<file path="src/hw/cpu_timer_pkg.sv">
package cpu_timer_pkg;
  localparam int NUM_TIMERS = 3;
  localparam int CNT_W      = 32;
  localparam int PRE_W      = 16;
  localparam logic [CNT_W-1:0] PERIOD_RST = 32'hffff_ffff;
  localparam logic [PRE_W-1:0] PRE_RST    = 16'h0000;
  localparam logic [CNT_W-1:0] CNT_ZERO   = 32'h0000_0000;
  localparam logic [PRE_W-1:0] PRE_ZERO   = 16'h0000;

  // Count clock sources of timer two
  typedef enum logic [1:0] {
    SRC_SYSCLK = 2'h0,
    SRC_OSC1   = 2'h1,
    SRC_OSC2   = 2'h2,
    SRC_EXT    = 2'h3
  } clk_src_e;

  // Software setup of one timer
  typedef struct packed {
    logic [CNT_W-1:0] period;
    logic [PRE_W-1:0] prescale;
    logic             load;
    logic             run;
  } timer_cfg_s;
endpackage

</file>
<file path="src/hw/timer_channel.sv">
`timescale 1ns/1ps
`default_nettype none
module timer_channel
  import cpu_timer_pkg::*;
(
  input  wire logic             ref_clk,
  input  wire logic             arst_n,
  input  wire logic             clk_en,
  input  wire logic             tick_in,
  input  wire timer_cfg_s       cfg,
  input  wire logic             irq_ack,
  output logic [CNT_W-1:0]      count,
  output logic                  irq
);
  logic [PRE_W-1:0] pre_reg;
  logic             pre_tick;
  logic             zero_hit;

  // Prescaler: value N gives one tick per N+1 input ticks, 0 passes all
  assign pre_tick = tick_in && (pre_reg == PRE_ZERO);
  assign zero_hit = cfg.run && pre_tick && (count == CNT_ZERO);

  always_ff @(posedge ref_clk or negedge arst_n) begin
    if (!arst_n) begin
      pre_reg <= PRE_RST;
    end else if (clk_en) begin
      if (cfg.load || pre_tick) begin
        pre_reg <= cfg.prescale;
      end else if (cfg.run && tick_in) begin
        pre_reg <= pre_reg - 16'h0001;
      end
    end
  end

  // Main down-counter, reloads itself from period on zero
  always_ff @(posedge ref_clk or negedge arst_n) begin
    if (!arst_n) begin
      count <= PERIOD_RST;
    end else if (clk_en) begin
      if (cfg.load || zero_hit) begin
        count <= cfg.period;
      end else if (cfg.run && pre_tick) begin
        count <= count - 32'h0000_0001;
      end
    end
  end

  // Sticky flag; a new expiry wins over an acknowledge
  always_ff @(posedge ref_clk or negedge arst_n) begin
    if (!arst_n) begin
      irq <= 1'b0;
    end else if (clk_en) begin
      if (zero_hit) begin
        irq <= 1'b1;
      end else if (irq_ack) begin
        irq <= 1'b0;
      end
    end
  end

  a_expiry_sets_flag: assert property (@(posedge ref_clk) disable iff (!arst_n)
    clk_en && zero_hit |=> irq)
    else $error("expiry did not raise flag");
  a_flag_holds_pending: assert property (@(posedge ref_clk) disable iff (!arst_n)
    irq && !irq_ack |=> irq)
    else $error("flag dropped without ack");
  a_zero_reloads: assert property (@(posedge ref_clk) disable iff (!arst_n)
    clk_en && zero_hit && !cfg.load |=> count == $past(cfg.period))
    else $error("counter did not reload period");
  a_count_steps: assert property (@(posedge ref_clk) disable iff (!arst_n)
    clk_en && cfg.run && !cfg.load && pre_tick && count != CNT_ZERO
    |=> count == $past(count) - 32'h0000_0001)
    else $error("counter did not decrement on tick");
  a_count_idle: assert property (@(posedge ref_clk) disable iff (!arst_n)
    clk_en && !cfg.load && !pre_tick |=> $stable(count))
    else $error("counter moved without prescaled tick");
endmodule
`default_nettype wire

</file>
<file path="src/hw/cpu_timers.sv">
`timescale 1ns/1ps
`default_nettype none
module cpu_timers
  import cpu_timer_pkg::*;
(
  input  wire logic             ref_clk,
  input  wire logic             arst_n,
  input  wire logic             clk_en,
  input  wire timer_cfg_s       cfg0,
  input  wire timer_cfg_s       cfg1,
  input  wire timer_cfg_s       cfg2,
  input  wire clk_src_e         t2_src,
  input  wire logic             internal_oscillator_one,
  input  wire logic             internal_oscillator_two,
  input  wire logic             ext_clk,
  input  wire logic             t1_line_enable,
  input  wire logic [2:0]       irq_ack,
  output logic [CNT_W-1:0]      count0,
  output logic [CNT_W-1:0]      count1,
  output logic [CNT_W-1:0]      count2,
  output logic                  interrupt_expansion_block,
  output logic                  cpu_irq_line_thirteen,
  output logic                  cpu_irq_line_fourteen
);
  localparam int SYNC_N = 3;
  timer_cfg_s       cfg_arr [NUM_TIMERS];
  logic [CNT_W-1:0] cnt_arr [NUM_TIMERS];
  logic [NUM_TIMERS-1:0] tick_arr;
  logic [NUM_TIMERS-1:0] irq_arr;
  logic [SYNC_N-1:0] sync1_reg;
  logic [SYNC_N-1:0] sync2_reg;
  logic [SYNC_N-1:0] sync3_reg;
  logic [SYNC_N-1:0] last_reg;
  logic [SYNC_N-1:0] rise;

  assign cfg_arr[0] = cfg0;
  assign cfg_arr[1] = cfg1;
  assign cfg_arr[2] = cfg2;

  // Three-stage synchronisers on the foreign clocks; edge seen when 2 and 3 agree
  always_ff @(posedge ref_clk or negedge arst_n) begin
    if (!arst_n) begin
      sync1_reg <= '0;
      sync2_reg <= '0;
      sync3_reg <= '0;
      last_reg  <= '0;
    end else if (clk_en) begin
      sync1_reg <= {ext_clk, internal_oscillator_two,
                    internal_oscillator_one};
      sync2_reg <= sync1_reg;
      sync3_reg <= sync2_reg;
      for (int i = 0; i < SYNC_N; i++) begin
        if (sync2_reg[i] == sync3_reg[i]) last_reg[i] <= sync3_reg[i];
      end
    end
  end
  // Each source level must last two ref_clk cycles, a quarter of ref_clk at most, or edges are missed
  assign rise = sync3_reg & (sync2_reg ~^ sync3_reg) & ~last_reg;

  // Timer two source select, system clock by default
  always_comb begin
    unique case (t2_src)
      SRC_SYSCLK: tick_arr[2] = 1'b1;
      SRC_OSC1:   tick_arr[2] = rise[0];
      SRC_OSC2:   tick_arr[2] = rise[1];
      SRC_EXT:    tick_arr[2] = rise[2];
    endcase
  end
  assign tick_arr[0] = 1'b1;
  assign tick_arr[1] = 1'b1;

  // Three identical channels
  generate
    for (genvar g = 0; g < NUM_TIMERS; g++) begin : g_tmr
      timer_channel u_ch (
        .ref_clk (ref_clk),
        .arst_n  (arst_n),
        .clk_en  (clk_en),
        .tick_in (tick_arr[g]),
        .cfg     (cfg_arr[g]),
        .irq_ack (irq_ack[g]),
        .count   (cnt_arr[g]),
        .irq     (irq_arr[g])
      );
    end
  endgenerate

  assign count0 = cnt_arr[0];
  assign count1 = cnt_arr[1];
  assign count2 = cnt_arr[2];
  // Interrupt routing
  assign interrupt_expansion_block = irq_arr[0];
  assign cpu_irq_line_thirteen = irq_arr[1] & t1_line_enable;
  assign cpu_irq_line_fourteen = irq_arr[2];

  a_route_zero: assert property (@(posedge ref_clk) disable iff (!arst_n)
    interrupt_expansion_block == irq_arr[0])
    else $error("timer zero routing wrong");
  a_route_thirteen: assert property (@(posedge ref_clk) disable iff (!arst_n)
    cpu_irq_line_thirteen |-> irq_arr[1] && t1_line_enable)
    else $error("line thirteen wrong");
  a_route_fourteen: assert property (@(posedge ref_clk) disable iff (!arst_n)
    cpu_irq_line_fourteen == irq_arr[2])
    else $error("line fourteen wrong");
  a_default_src: assert property (@(posedge ref_clk) disable iff (!arst_n)
    t2_src == SRC_SYSCLK |-> tick_arr[2])
    else $error("default source not ticking");
endmodule
`default_nettype wire

</file>
<file path="config.mk">
export PLATFORM = sky130hd
export DESIGN_NAME = cpu_timers
export DESIGN_NICKNAME = d
export VERILOG_FILES = /design/src/hw/cpu_timer_pkg.sv /design/src/hw/timer_channel.sv /design/src/hw/cpu_timers.sv
export SDC_FILE = /design/constraint.sdc
export NUM_CORES = 1
export LEC_CHECK = 0
export BUFFER_PORTS_ARGS = -buffer_cell sky130_fd_sc_hd__buf_2
export CORE_MARGIN = 10
export CORE_UTILIZATION = 55
export DETAILED_ROUTE_END_ITERATION = 8
export PLACE_DENSITY_LB_ADDON = 0.2
export SLEW_MARGIN = 5
export SYNTH_ARGS = -nofsm -noshare
export SYNTH_HDL_FRONTEND = slang
export SYNTH_SLANG_ARGS = --single-unit
export TNS_END_PERCENT = 30
</file>
<file path="constraint.sdc">
create_clock -name ref_clk -period 3.5 [get_ports ref_clk]
set_clock_uncertainty 0.15 [all_clocks]
set_input_delay 0.175 -clock ref_clk [delete_from_list [all_inputs] [get_ports ref_clk]]
set_output_delay 0.175 -clock ref_clk [all_outputs]
set_load 0.01 [all_outputs]
</file>
==> results.yml, run 1 <==
power_and_ir_drop:
  switching_share: 0.336
  intPower_mw: 4.21
  pwr-share-clk: 0.293
  power.leakage_nw: 5.97
  ir_drop_uv: 382
  power_density_nw_per_um2: 447
  seq_power_share: 0.436
  p_comb_frac: 0.271
  switching_power_mw: 2.13
clocking:
  clockBufferDepth: 2
  root_buffer: "clkbuf_16"
  cts_tree: "yes"
  insertion_delay_ns: 0.42
  clock-sinks: 159
  cts_buffers: 17
  htree_levels: 4
  cts.clk_slew.worst_paths_ns: 0.07
worst_setup_path:
  crit_top_cell: "buf_4"
  setup.worst_path.start_class: "flip-flop"
  cp-startpoint: "g_tmr[1].u_ch.pre_reg[4]"
  cp-end-kind: "flip-flop"
  reg2regPathDepth: 8
  critPathSlowestCell: "or4b_2"
  critPathMaxFanout: 13
  worstReg2RegStart: "g_tmr[1].u_ch.pre_reg[4]"
  critPathMaxStageDelay_ns: 0.71
  crit_chain: "or4_1 > or4b_2 > nor4_4 > buf_4 > or2_1 > buf_4 > o21ai_0 > a22oi_1"
  critPathArrivalTime_ns: 3.44
  r2r_slack_ns: 0.24
  rr_endpoint: "g_tmr[1].u_ch.count[10]"
  cp.required_ns: 3.68
  path_class: "reg -> reg"
min_path:
  hold_class: "in -> reg"
  min_to: "g_tmr[1].u_ch.pre_reg[4]"
  hp-start: "cfg1[6]"
  hold_depth: 4
cells_and_area:
  final_common_cell: "buf_2"
  fillers: 1317
  final_cell_mix: "buf_2 (259), dlygate4sd3_1 (145), o21ai_0 (104), nor2_1 (98), dfstp_2 (96)"
  nets: 1798
  largest_reg_flops: 96
  syn2layout_area_growth_pct: 36.2
  drive_above_1_share: 0.293
  fin_util: 0.759
detailed_routing:
  drt_iter0_drc: 971
  drc: 0
  totalWireLength_mm: 36.0
  firstDrtPassIters: 7
  num_vias: 11700
  wl_per_cell_um: 19.2
  ant_nets: 0
  vias_per_cell: 6.24
place:
  pre_cts_ws_ns: 0.246
  dp_hpwl_mm: 23.7
  port_buffers: 260
  place.gp.congestion: 0.912
grt:
  grt_pass1_wl_mm: 58.1
  antenna_found_initial: 0
  grt.overflow.total: 0
  grt_max_degree: 64
  grt_pass1_vias: 11600
  grtUsageTotal: 0.283
status:
  status: "complete, no violations"
synthesis:
  synthFlopType: "dfstp_2"
  synth_nets: 1399
  syn_avg_cell_area_um2: 8.51
  syn_inst: 1225
  seq_area_frac_synth: 0.393
  async_flop_share: 1.00
  synth.largest_area_cell: "dfstp_2"
  yosysTopAreaCellShare: 0.242
  synthTopCellsByArea: "dfstp_2 (24%), dfrtp_1 (15%), mux2i_1 (5.4%)"
  synth_seq_cells: 159
  yosys_warnings: 0
  syn-cell-area_um2: 10400
  synth_edf_count: 0
  synth_cell_types: 68
timing:
  min_period_over_period: 0.931
  fin_ws_ns: 0.240
  fin_crit_ns: 3.26
  slew_headroom: 0.252
  timing.hold.ws_ns: 0.0187
  rsz0062_at_grt: "false"
  slew_violations: 0
  hold_violations: 0
  timing.fmax_ghz: 0.307
  setup_tns_ns: 0
  tightest_slew_ns: 1.12
  setup_viol: 0
die:
  start_util: 0.557
  core-area_um2: 18700
  die_y_um: 158
  die_x_um: 158
  die-area_um2: 24900
  fp-row-count: 50
  boundaryPins: 261
flow_run:
  cap_violations: 0
## through the flow
step	power, mW	instance area [um2]	std cells
floorplan	3.64	10400	1225
global placement	4.27	12200	1694
detailed placement	4.33	12200	1694
CTS	6.33	14200	1870
global route	6.67	14200	1870
finish	6.34	14200	1876
## synthesized netlist by cell type, drive strengths merged (10+ instances only)
master,n
nor4,38
a21oi,94
nand4,22
buf,14
nor3,78
nor2,99
o21ai,107
o22a,12
o2bb2ai,20
dfrtp,63
nand2,84
a22oi,20
mux2,20
or3,19
inv,52
dfstp,96
o22ai,14
or4,11
o211ai,13
mux2i,56
a31oi,10
nand3,50
clkbuf,61
ha,12
a2bb2oi,19
## cell families after synthesis
kind of cell | share of synthesized area
simple gates | 0.235
compound gates | 0.236
flops | 0.393
buf+inv | 0.0468
mux | 0.0754
fa+ha+maj | 0.0144
## power by group through the flow
stage          sequential, mW  clock [mW]  combinational (mW)
6_report                 2.76        1.86                1.72
5_1_grt                  2.83        1.95                1.89
4_1_cts                  2.74        1.89                1.69
3_5_place_dp             2.77           0                1.56
3_3_place_gp             2.75           0                1.52
2_1_floorplan            2.76           0               0.876
## final cells by class
type | count | area (um2) | share of cell area
Antenna cell | 6 | 15.0 | 0.00106
Clock buffer | 23 | 500 | 0.0353
Clock inverter | 8 | 77.6 | 0.00546
Inverter | 52 | 195 | 0.0137
Multi-Input combinational cell | 939 | 5870 | 0.414
Sequential cell | 159 | 4100 | 0.289
Tap cell | 234 | 293 | 0.0206
Timing Repair Buffer | 455 | 3150 | 0.222
## worst max-delay path: cells and delay by family, from the launching register on
kind                   cells  cell delay (ns)
and+or+nand+nor            4             1.86
buffers and inverters      2             0.46
AOI/OAI and AO/OA          2             0.28
DFF                        1             0.40
## layer usage
| layer | share of wire | vias up | global-route usage |
|---|---|---|---|
| met1 | 0.39 | 5583 | 0.358 |
| li1 | - | 5422 | - |
| met2 | 0.48 | 609 | 0.454 |
| met5 | 0 | - | 0 |
| met3 | 0.094 | 100 | 0.0700 |
| met4 | 0.031 | 0 | 0.117 |
## how the worst max path moves through the flow
stage,end,slack [ns],depth (start not counted)
5_1_grt,g_tmr[1].u_ch.count[30],0.09,8
2_1_floorplan,g_tmr[2].u_ch.count[13],0.30,10
3_3_place_gp,g_tmr[0].u_ch.count[7],0.39,8
6_report,g_tmr[1].u_ch.count[10],0.24,8
3_5_place_dp,g_tmr[0].u_ch.count[5],0.25,9
4_1_cts,g_tmr[0].u_ch.count[9],0.25,9
## timing repair
item | 4_1_cts | 5_1_grt
setup buffers | 0 | 0
gates resized for setup | 0 | 1
setup endpoints to repair | 0 | 1
hold endpoints to repair | 204 | 0
hold buffers | 145 | 0
Power figures use the tool's default switching activity.
==> inputs of run 2 (changes only) <==
SYNTH_HIERARCHICAL = 1   (was unset)
==> run 2 against run 1 <==
Net effect:
- design area increased by 1.1%
- clock power increased by 4%
- global-route usage decreased by 0.58 points
- final cell count increased by 0.21%
- critical path depth increased by 2
- largest power group unchanged
==> results.yml, run 2 <==
worst_setup_path:
  cp_top_family: "compound AO/OA/AOI/OAI gates"
  path_class: "reg -> reg"
  reg2regPathDepth: 10
  r2r_slack_ns: 0.19
  setup.worst_path.start_class: "flip-flop"
  critPathArrivalTime_ns: 3.51
  cp-startpoint: "sync2_reg[0]"
  cp.required_ns: 3.69
  worstReg2RegStart: "sync2_reg[0]"
  critPathSlowestCell: "a21oi_4"
  cp_num_buf_inv: 0
  critPathMaxFanout: 40
  critPathMaxStageDelay_ns: 0.94
  crit_chain: "ha_1 > nand2b_1 > a21oi_1 > or3_1 > nor4b_1 > nand2_1 > nor4_2 > a21oi_4 > o21ai_0 > a311o_1"
  cp-end-kind: "flip-flop"
  rr_endpoint: "g_tmr[2].u_ch/count[28]"
synthesis:
  synth_edf_count: 0
  yosysTopAreaCellShare: 0.237
  synth_seq_cells: 159
  synth_cell_types: 75
  seq_area_frac_synth: 0.385
  async_flop_share: 1.00
  syn-cell-area_um2: 10600
  synth_common_cells: "nand2_1 (111), dfstp_2 (96), a21oi_1 (89), nor2_1 (85), nand3_1 (64)"
  synthFlopType: "dfstp_2"
  yosysMostFrequentCell: "nand2_1"
  yosys_warnings: 6
  synth.largest_area_cell: "dfstp_2"
  synthTopCellsByArea: "dfstp_2 (24%), dfrtp_1 (15%), mux2i_1 (5.0%)"
  syn_avg_cell_area_um2: 8.79
  syn_inst: 1211
die:
  die-area_um2: 25300
  core-area_um2: 18900
  start_util: 0.563
  die_x_um: 159
  boundaryPins: 261
  fp-row-count: 50
  die_y_um: 159
timing:
  timing.fmax_ghz: 0.302
  slew_violations: 0
  tightest_slew_ns: 1.20
  setup_viol: 0
  min_period_over_period: 0.947
  fin_crit_ns: 3.31
  slew_headroom: 0.199
  hold_violations: 0
  rsz0062_at_grt: "false"
  setup_tns_ns: 0
clocking:
  cts.clk_slew.worst_paths_ns: 0.07
  root_buffer: "clkbuf_16"
  cts_tree: "yes"
  clockBufferDepth: 2
  insertion_delay_ns: 0.43
  cts_buffers: 17
  clock-sinks: 159
  htree_levels: 4
cells_and_area:
  drive_above_1_share: 0.304
  seqCellArea_um2: 4100
  nets: 1778
  multi_input_area_um2: 6030
  fillers: 1328
  syn2layout_area_growth_pct: 34.8
  largest_reg_flops: 96
  final_common_cell: "buf_2"
  finalNonFillerCells: 1880
  final_cell_mix: "buf_2 (259), dlygate4sd3_1 (143), nand2_1 (111), dfstp_2 (96), a21oi_1 (89)"
power_and_ir_drop:
  p_comb_frac: 0.262
  intPower_mw: 4.28
  seq_power_share: 0.434
  switching_power_mw: 2.11
  ir_drop_uv: 319
  pwr-share-clk: 0.303
  power.leakage_nw: 5.99
  power_density_nw_per_um2: 446
  switching_share: 0.330
detailed_routing:
  drc: 0
  wl_met3_mm: 3.05
  highest_layer: "met4"
  vias_per_cell: 6.15
  drt_iter0_drc: 885
  num_vias: 11600
  firstDrtPassIters: 6
  drt-met1-wl_mm: 14.4
  totalWireLength_mm: 36.6
  met2_length_mm: 17.5
  wl_per_cell_um: 19.5
  ant_nets: 0
min_path:
  hp-start: "cfg0[30]"
  hold_depth: 3
  hold_class: "in -> reg"
  min_to: "g_tmr[0].u_ch/count[12]"
place:
  dp_hpwl_mm: 24.2
  port_buffers: 260
  place.gp.congestion: 0.905
  dp.cells: 1702
status:
  status: "complete, no violations"
grt:
  grt_max_degree: 58
  grt.overflow.total: 0
  grt_pass1_vias: 11200
  antenna_found_initial: 2
  grt_pass1_wl_mm: 59.2
  grtUsageTotal: 0.278
flow_run:
  cap_violations: 0
run 2: cell count changes in the layout (fill, tap and decap cells not counted), sizes merged, moves of 7 or more:
cell / change
a21oi: +17
buf: -13
nand3: +14
o21ai: -29
and3: +7
nor3: -21
nor4: -7
nor2: -12
or3: -9
a2bb2oi: +25
nand2: +27
o2bb2ai: -10
run 2: worst reg2reg max path, stage by stage (launching register included):
cell and delay, ns:
dfrtp_1 0.40, ha_1 0.21, nand2b_1 0.07, a21oi_1 0.05
or3_1 0.44, nor4b_1 0.20, nand2_1 0.13, nor4_2 0.09
a21oi_4 0.94, o21ai_0 0.23, a311o_1 0.32
run 2: how the worst max path moves through the flow:
stage	cells after the start	endpoint	slack, ns
after floorplan	10	g_tmr[2].u_ch/count[13]	0.69
after global placement	10	g_tmr[2].u_ch/count[13]	0.29
after detailed placement	10	g_tmr[2].u_ch/count[28]	0.26
after CTS	10	g_tmr[2].u_ch/count[28]	0.20
after global routing	10	g_tmr[2].u_ch/count[28]	0.02
final	10	g_tmr[2].u_ch/count[28]	0.19
run 2: metrics by stage:
step	hold WS, ns	util	worst slack [ns]	power, mW	instance area (um2)
2_1_floorplan	-0.271	-	0.690	3.62	10700
3_3_place_gp	0.0282	0.651	0.293	4.24	12300
3_5_place_dp	0.0298	0.651	0.258	4.30	12300
4_1_cts	0.00159	0.759	0.201	6.38	14300
5_1_grt	0.0156	0.759	0.0189	6.70	14300
6_report	0.00853	0.759	0.186	6.39	14300
run 2: power groups by stage:
stage	logic [mW]	registers, mW	clock network [mW]
after global placement	1.48	2.76	0
after floorplan	0.846	2.78	0
after CTS	1.65	2.76	1.97
after global routing	1.83	2.83	2.03
final	1.68	2.78	1.94
after detailed placement	1.52	2.78	0
run 2: what timing repair did:
item	CTS	global route
resized for setup	0	0
hold buffers	143	0
endpoints found under the hold margin	196	0
buffers inserted	0	0
run 2: kinds of logic after synthesis:
logic type               Yosys count  share of synthesized area
adder cells (fa/ha/maj)           12                     0.0141
buffers and inverters            129                     0.0570
flip-flops                       159                      0.385
AND/OR/NAND/NOR                  459                      0.231
multiplexers                      67                     0.0650
other                              1                   0.000352
AO/OA/AOI/OAI                    384                      0.248
run 2: layout make-up:
type                    instances  share of cell area
multi-input cells             928               0.420
flip-flops and latches        159               0.286
repair buffers                440               0.214
clock buffers                  22              0.0324
well taps                     260              0.0227
inverters                      58              0.0152
clock inverters                10             0.00977
diodes                          3            0.000523
run 2: routing by layer:
metal  vias up  global-route usage
li1       5360                   -
met1      5509               0.339
met2       589               0.447
met3       110              0.0697
met5         -                   0
met4         0               0.140
==> inputs of run 3 (changes only) <==
ABC_AREA = 1   (was unset)
CORE_UTILIZATION = 57   (was 55)
==> run 3 against run 2 <==
Net effect:
- clock power grew 3%
- final cell count grew 37%
- synthesized cell count up 57%
- total power up 11%
- wire length rose by 6.6%
- area after synthesis is 22% higher
- first-iteration DRC count rose by 18%
- non-clock buffer count shrank 24
- critical path type unchanged
- largest cell class unchanged
==> results.yml, run 3 <==
status:
  status: "complete, no violations"
cells_and_area:
  final_cell_mix: "nand2_1 (620), buf_2 (259), nor2_1 (232), inv_1 (203), dlygate4sd3_1 (151)"
  final_common_cell: "nand2_1"
  drive_above_1_share: 0.290
  syn2layout_area_growth_pct: 25.9
  largest_reg_flops: 96
  nets: 2456
die:
  die_y_um: 171
  die-area_um2: 29300
  boundaryPins: 261
  die_x_um: 171
  fp-row-count: 55
  core-area_um2: 22600
  start_util: 0.577
detailed_routing:
  wl_per_cell_um: 15.1
  totalWireLength_mm: 39.0
  drc: 0
  drt_iter0_drc: 1048
  wl_met3_mm: 2.76
  highest_layer: "met4"
  drt-met1-wl_mm: 16.4
  met2_length_mm: 19.1
  firstDrtPassIters: 7
  num_vias: 13500
  vias_per_cell: 5.22
  ant_nets: 0
timing:
  setup_tns_ns: 0
  tightest_slew_ns: 0.919
  hold_violations: 0
  slew_headroom: 0.385
  fin_crit_ns: 3.15
  setup_viol: 0
  slew_violations: 0
  rsz0062_at_grt: "false"
  timing.fmax_ghz: 0.318
  min_period_over_period: 0.899
synthesis:
  synth_xor_area_frac: 0.0437
  synth_edf_count: 0
  synth.mux.area_fraction: 0
  yosys_warnings: 6
  async_flop_share: 1.00
  yosysMostFrequentCell: "nand2_1"
  synth-compound-area-share: 0.0588
  synth_top_family_by_area: "simple AND/OR/NAND/NOR gates"
  synth_fa_ha_area_frac: 0.0115
  synthTopCellsByArea: "dfstp_2 (19%), nand2_1 (18%), dfrtp_1 (12%)"
  synth_cell_types: 40
  syn_inst: 1897
  syn_avg_cell_area_um2: 6.87
  yosysTopAreaCellShare: 0.194
  syn-cell-area_um2: 13000
  seq_area_frac_synth: 0.314
  synth_common_cells: "nand2_1 (620), nor2_1 (232), inv_1 (203), nand3_1 (141), nand2_2 (124)"
  synth.largest_area_cell: "dfstp_2"
  synthFlopType: "dfstp_2"
  synthSimpleGateAreaFrac: 0.469
  synth_seq_cells: 159
power_and_ir_drop:
  power_density_nw_per_um2: 434
  power.leakage_nw: 8.55
  power.total_mw: 7.12
  ir_drop_uv: 288
clocking:
  htree_levels: 4
  cts_buffers: 17
  root_buffer: "clkbuf_16"
  cts.clk_slew.worst_paths_ns: 0.07
  clockBufferDepth: 2
  clock-sinks: 159
  postCtsSetupBuffers: 0
  hold_buffers: 151
  cts.repair.resized: 0
  cts_tree: "yes"
  insertion_delay_ns: 0.44
place:
  place.gp.congestion: 0.947
  dp_hpwl_mm: 26.8
  port_buffers: 260
grt:
  grt.overflow.total: 0
  antenna_found_initial: 2
  grt_max_degree: 68
  grt_pass1_wl_mm: 63.7
  grtUsageTotal: 0.262
  grt_pass1_vias: 12900
min_path:
  hold_class: "in -> reg"
  hold_depth: 3
worst_setup_path:
  path_class: "reg -> reg"
  rr_endpoint: "g_tmr[0].u_ch/count[22]"
  worstReg2RegStart: "g_tmr[0].u_ch/pre_reg[0]"
  cp-startpoint: "g_tmr[0].u_ch/pre_reg[0]"
  setup.worst_path.start_class: "flip-flop"
  critPathArrivalTime_ns: 3.36
  cp-end-kind: "flip-flop"
  timing.critical_path.to: "g_tmr[0].u_ch/count[22]"
  reg2regPathDepth: 12
  cp.required_ns: 3.71
  r2r_slack_ns: 0.35
  critPathMaxFanout: 33
flow_run:
  cap_violations: 0
[run 3: cell type report]
class | count | area [um2]
Fill cell | 1806 | 6150
Timing Repair Buffer | 416 | 2870
Multi-Input combinational cell | 1467 | 7610
Sequential cell | 159 | 4100
Clock inverter | 13 | 170
Clock buffer | 19 | 443
Inverter | 221 | 861
Antenna cell | 3 | 7.51
Tap cell | 285 | 357
[run 3: routing by layer]
| layer | vias up | track usage |
|---|---|---|
| met3 | 67 | 0.0481 |
| li1 | 6631 | - |
| met5 | - | 0 |
| met1 | 6251 | 0.329 |
| met4 | 0 | 0.0851 |
| met2 | 545 | 0.445 |
[run 3: report_power, final]
group | internal [mW] | leakage, nW | switching [mW] | total, mW
Sequential | 2.31 | 1.79 | 0.447 | 2.76
Combinational | 0.953 | 6.46 | 1.42 | 2.38
Clock | 1.11 | 0.299 | 0.881 | 1.99
[run 3: logic make-up after synthesis]
| group | Yosys count |
|---|---|
| and+or+nand+nor | 1261 |
| AOI/OAI and AO/OA | 125 |
| DFF | 159 |
| adders and majority gates | 12 |
| buffers and inverters | 274 |
| other | 1 |
| xor gates and xnor gates | 65 |
[run 3: how the worst min path moves through the flow]
| stage | end | slack, ns | start |
|---|---|---|---|
| after floorplan | g_tmr[0].u_ch/irq | -0.27 | arst_n |
| after global placement | g_tmr[2].u_ch/pre_reg[15] | 0.08 | arst_n |
| after detailed placement | g_tmr[2].u_ch/pre_reg[13] | 0.09 | arst_n |
| after CTS | sync3_reg[2] | 0.03 | clk_en |
| after global routing | sync3_reg[2] | 0.07 | clk_en |
| final | sync3_reg[2] | 0.04 | clk_en |
[run 3: worst max-delay path: stages, from the launching register on]
cell      delay, ns
dfrtp_1        0.36
inv_1          0.10
ha_1           0.21
nand2_1        0.05
inv_1          0.03
nand2_1        0.06
nor2_2         0.05
nand2_4        0.09
nor2_8         0.05
o21ai_4        0.71
clkinv_2       0.81
nand3_2        0.32
nand2_2        0.07
[run 3: per-stage QoR]
step	utilization	cell area, um2	std cells	hold slack [ns]	setup slack (ns)
finish	0.727	16400	2583	0.0433	0.352
CTS	0.727	16400	2580	0.0315	0.388
global route	0.727	16400	2582	0.0708	0.0962
detailed placement	0.633	14300	2397	0.0922	0.407
global placement	0.633	14300	2397	0.0827	0.459
floorplan	-	13000	1900	-0.271	1.52
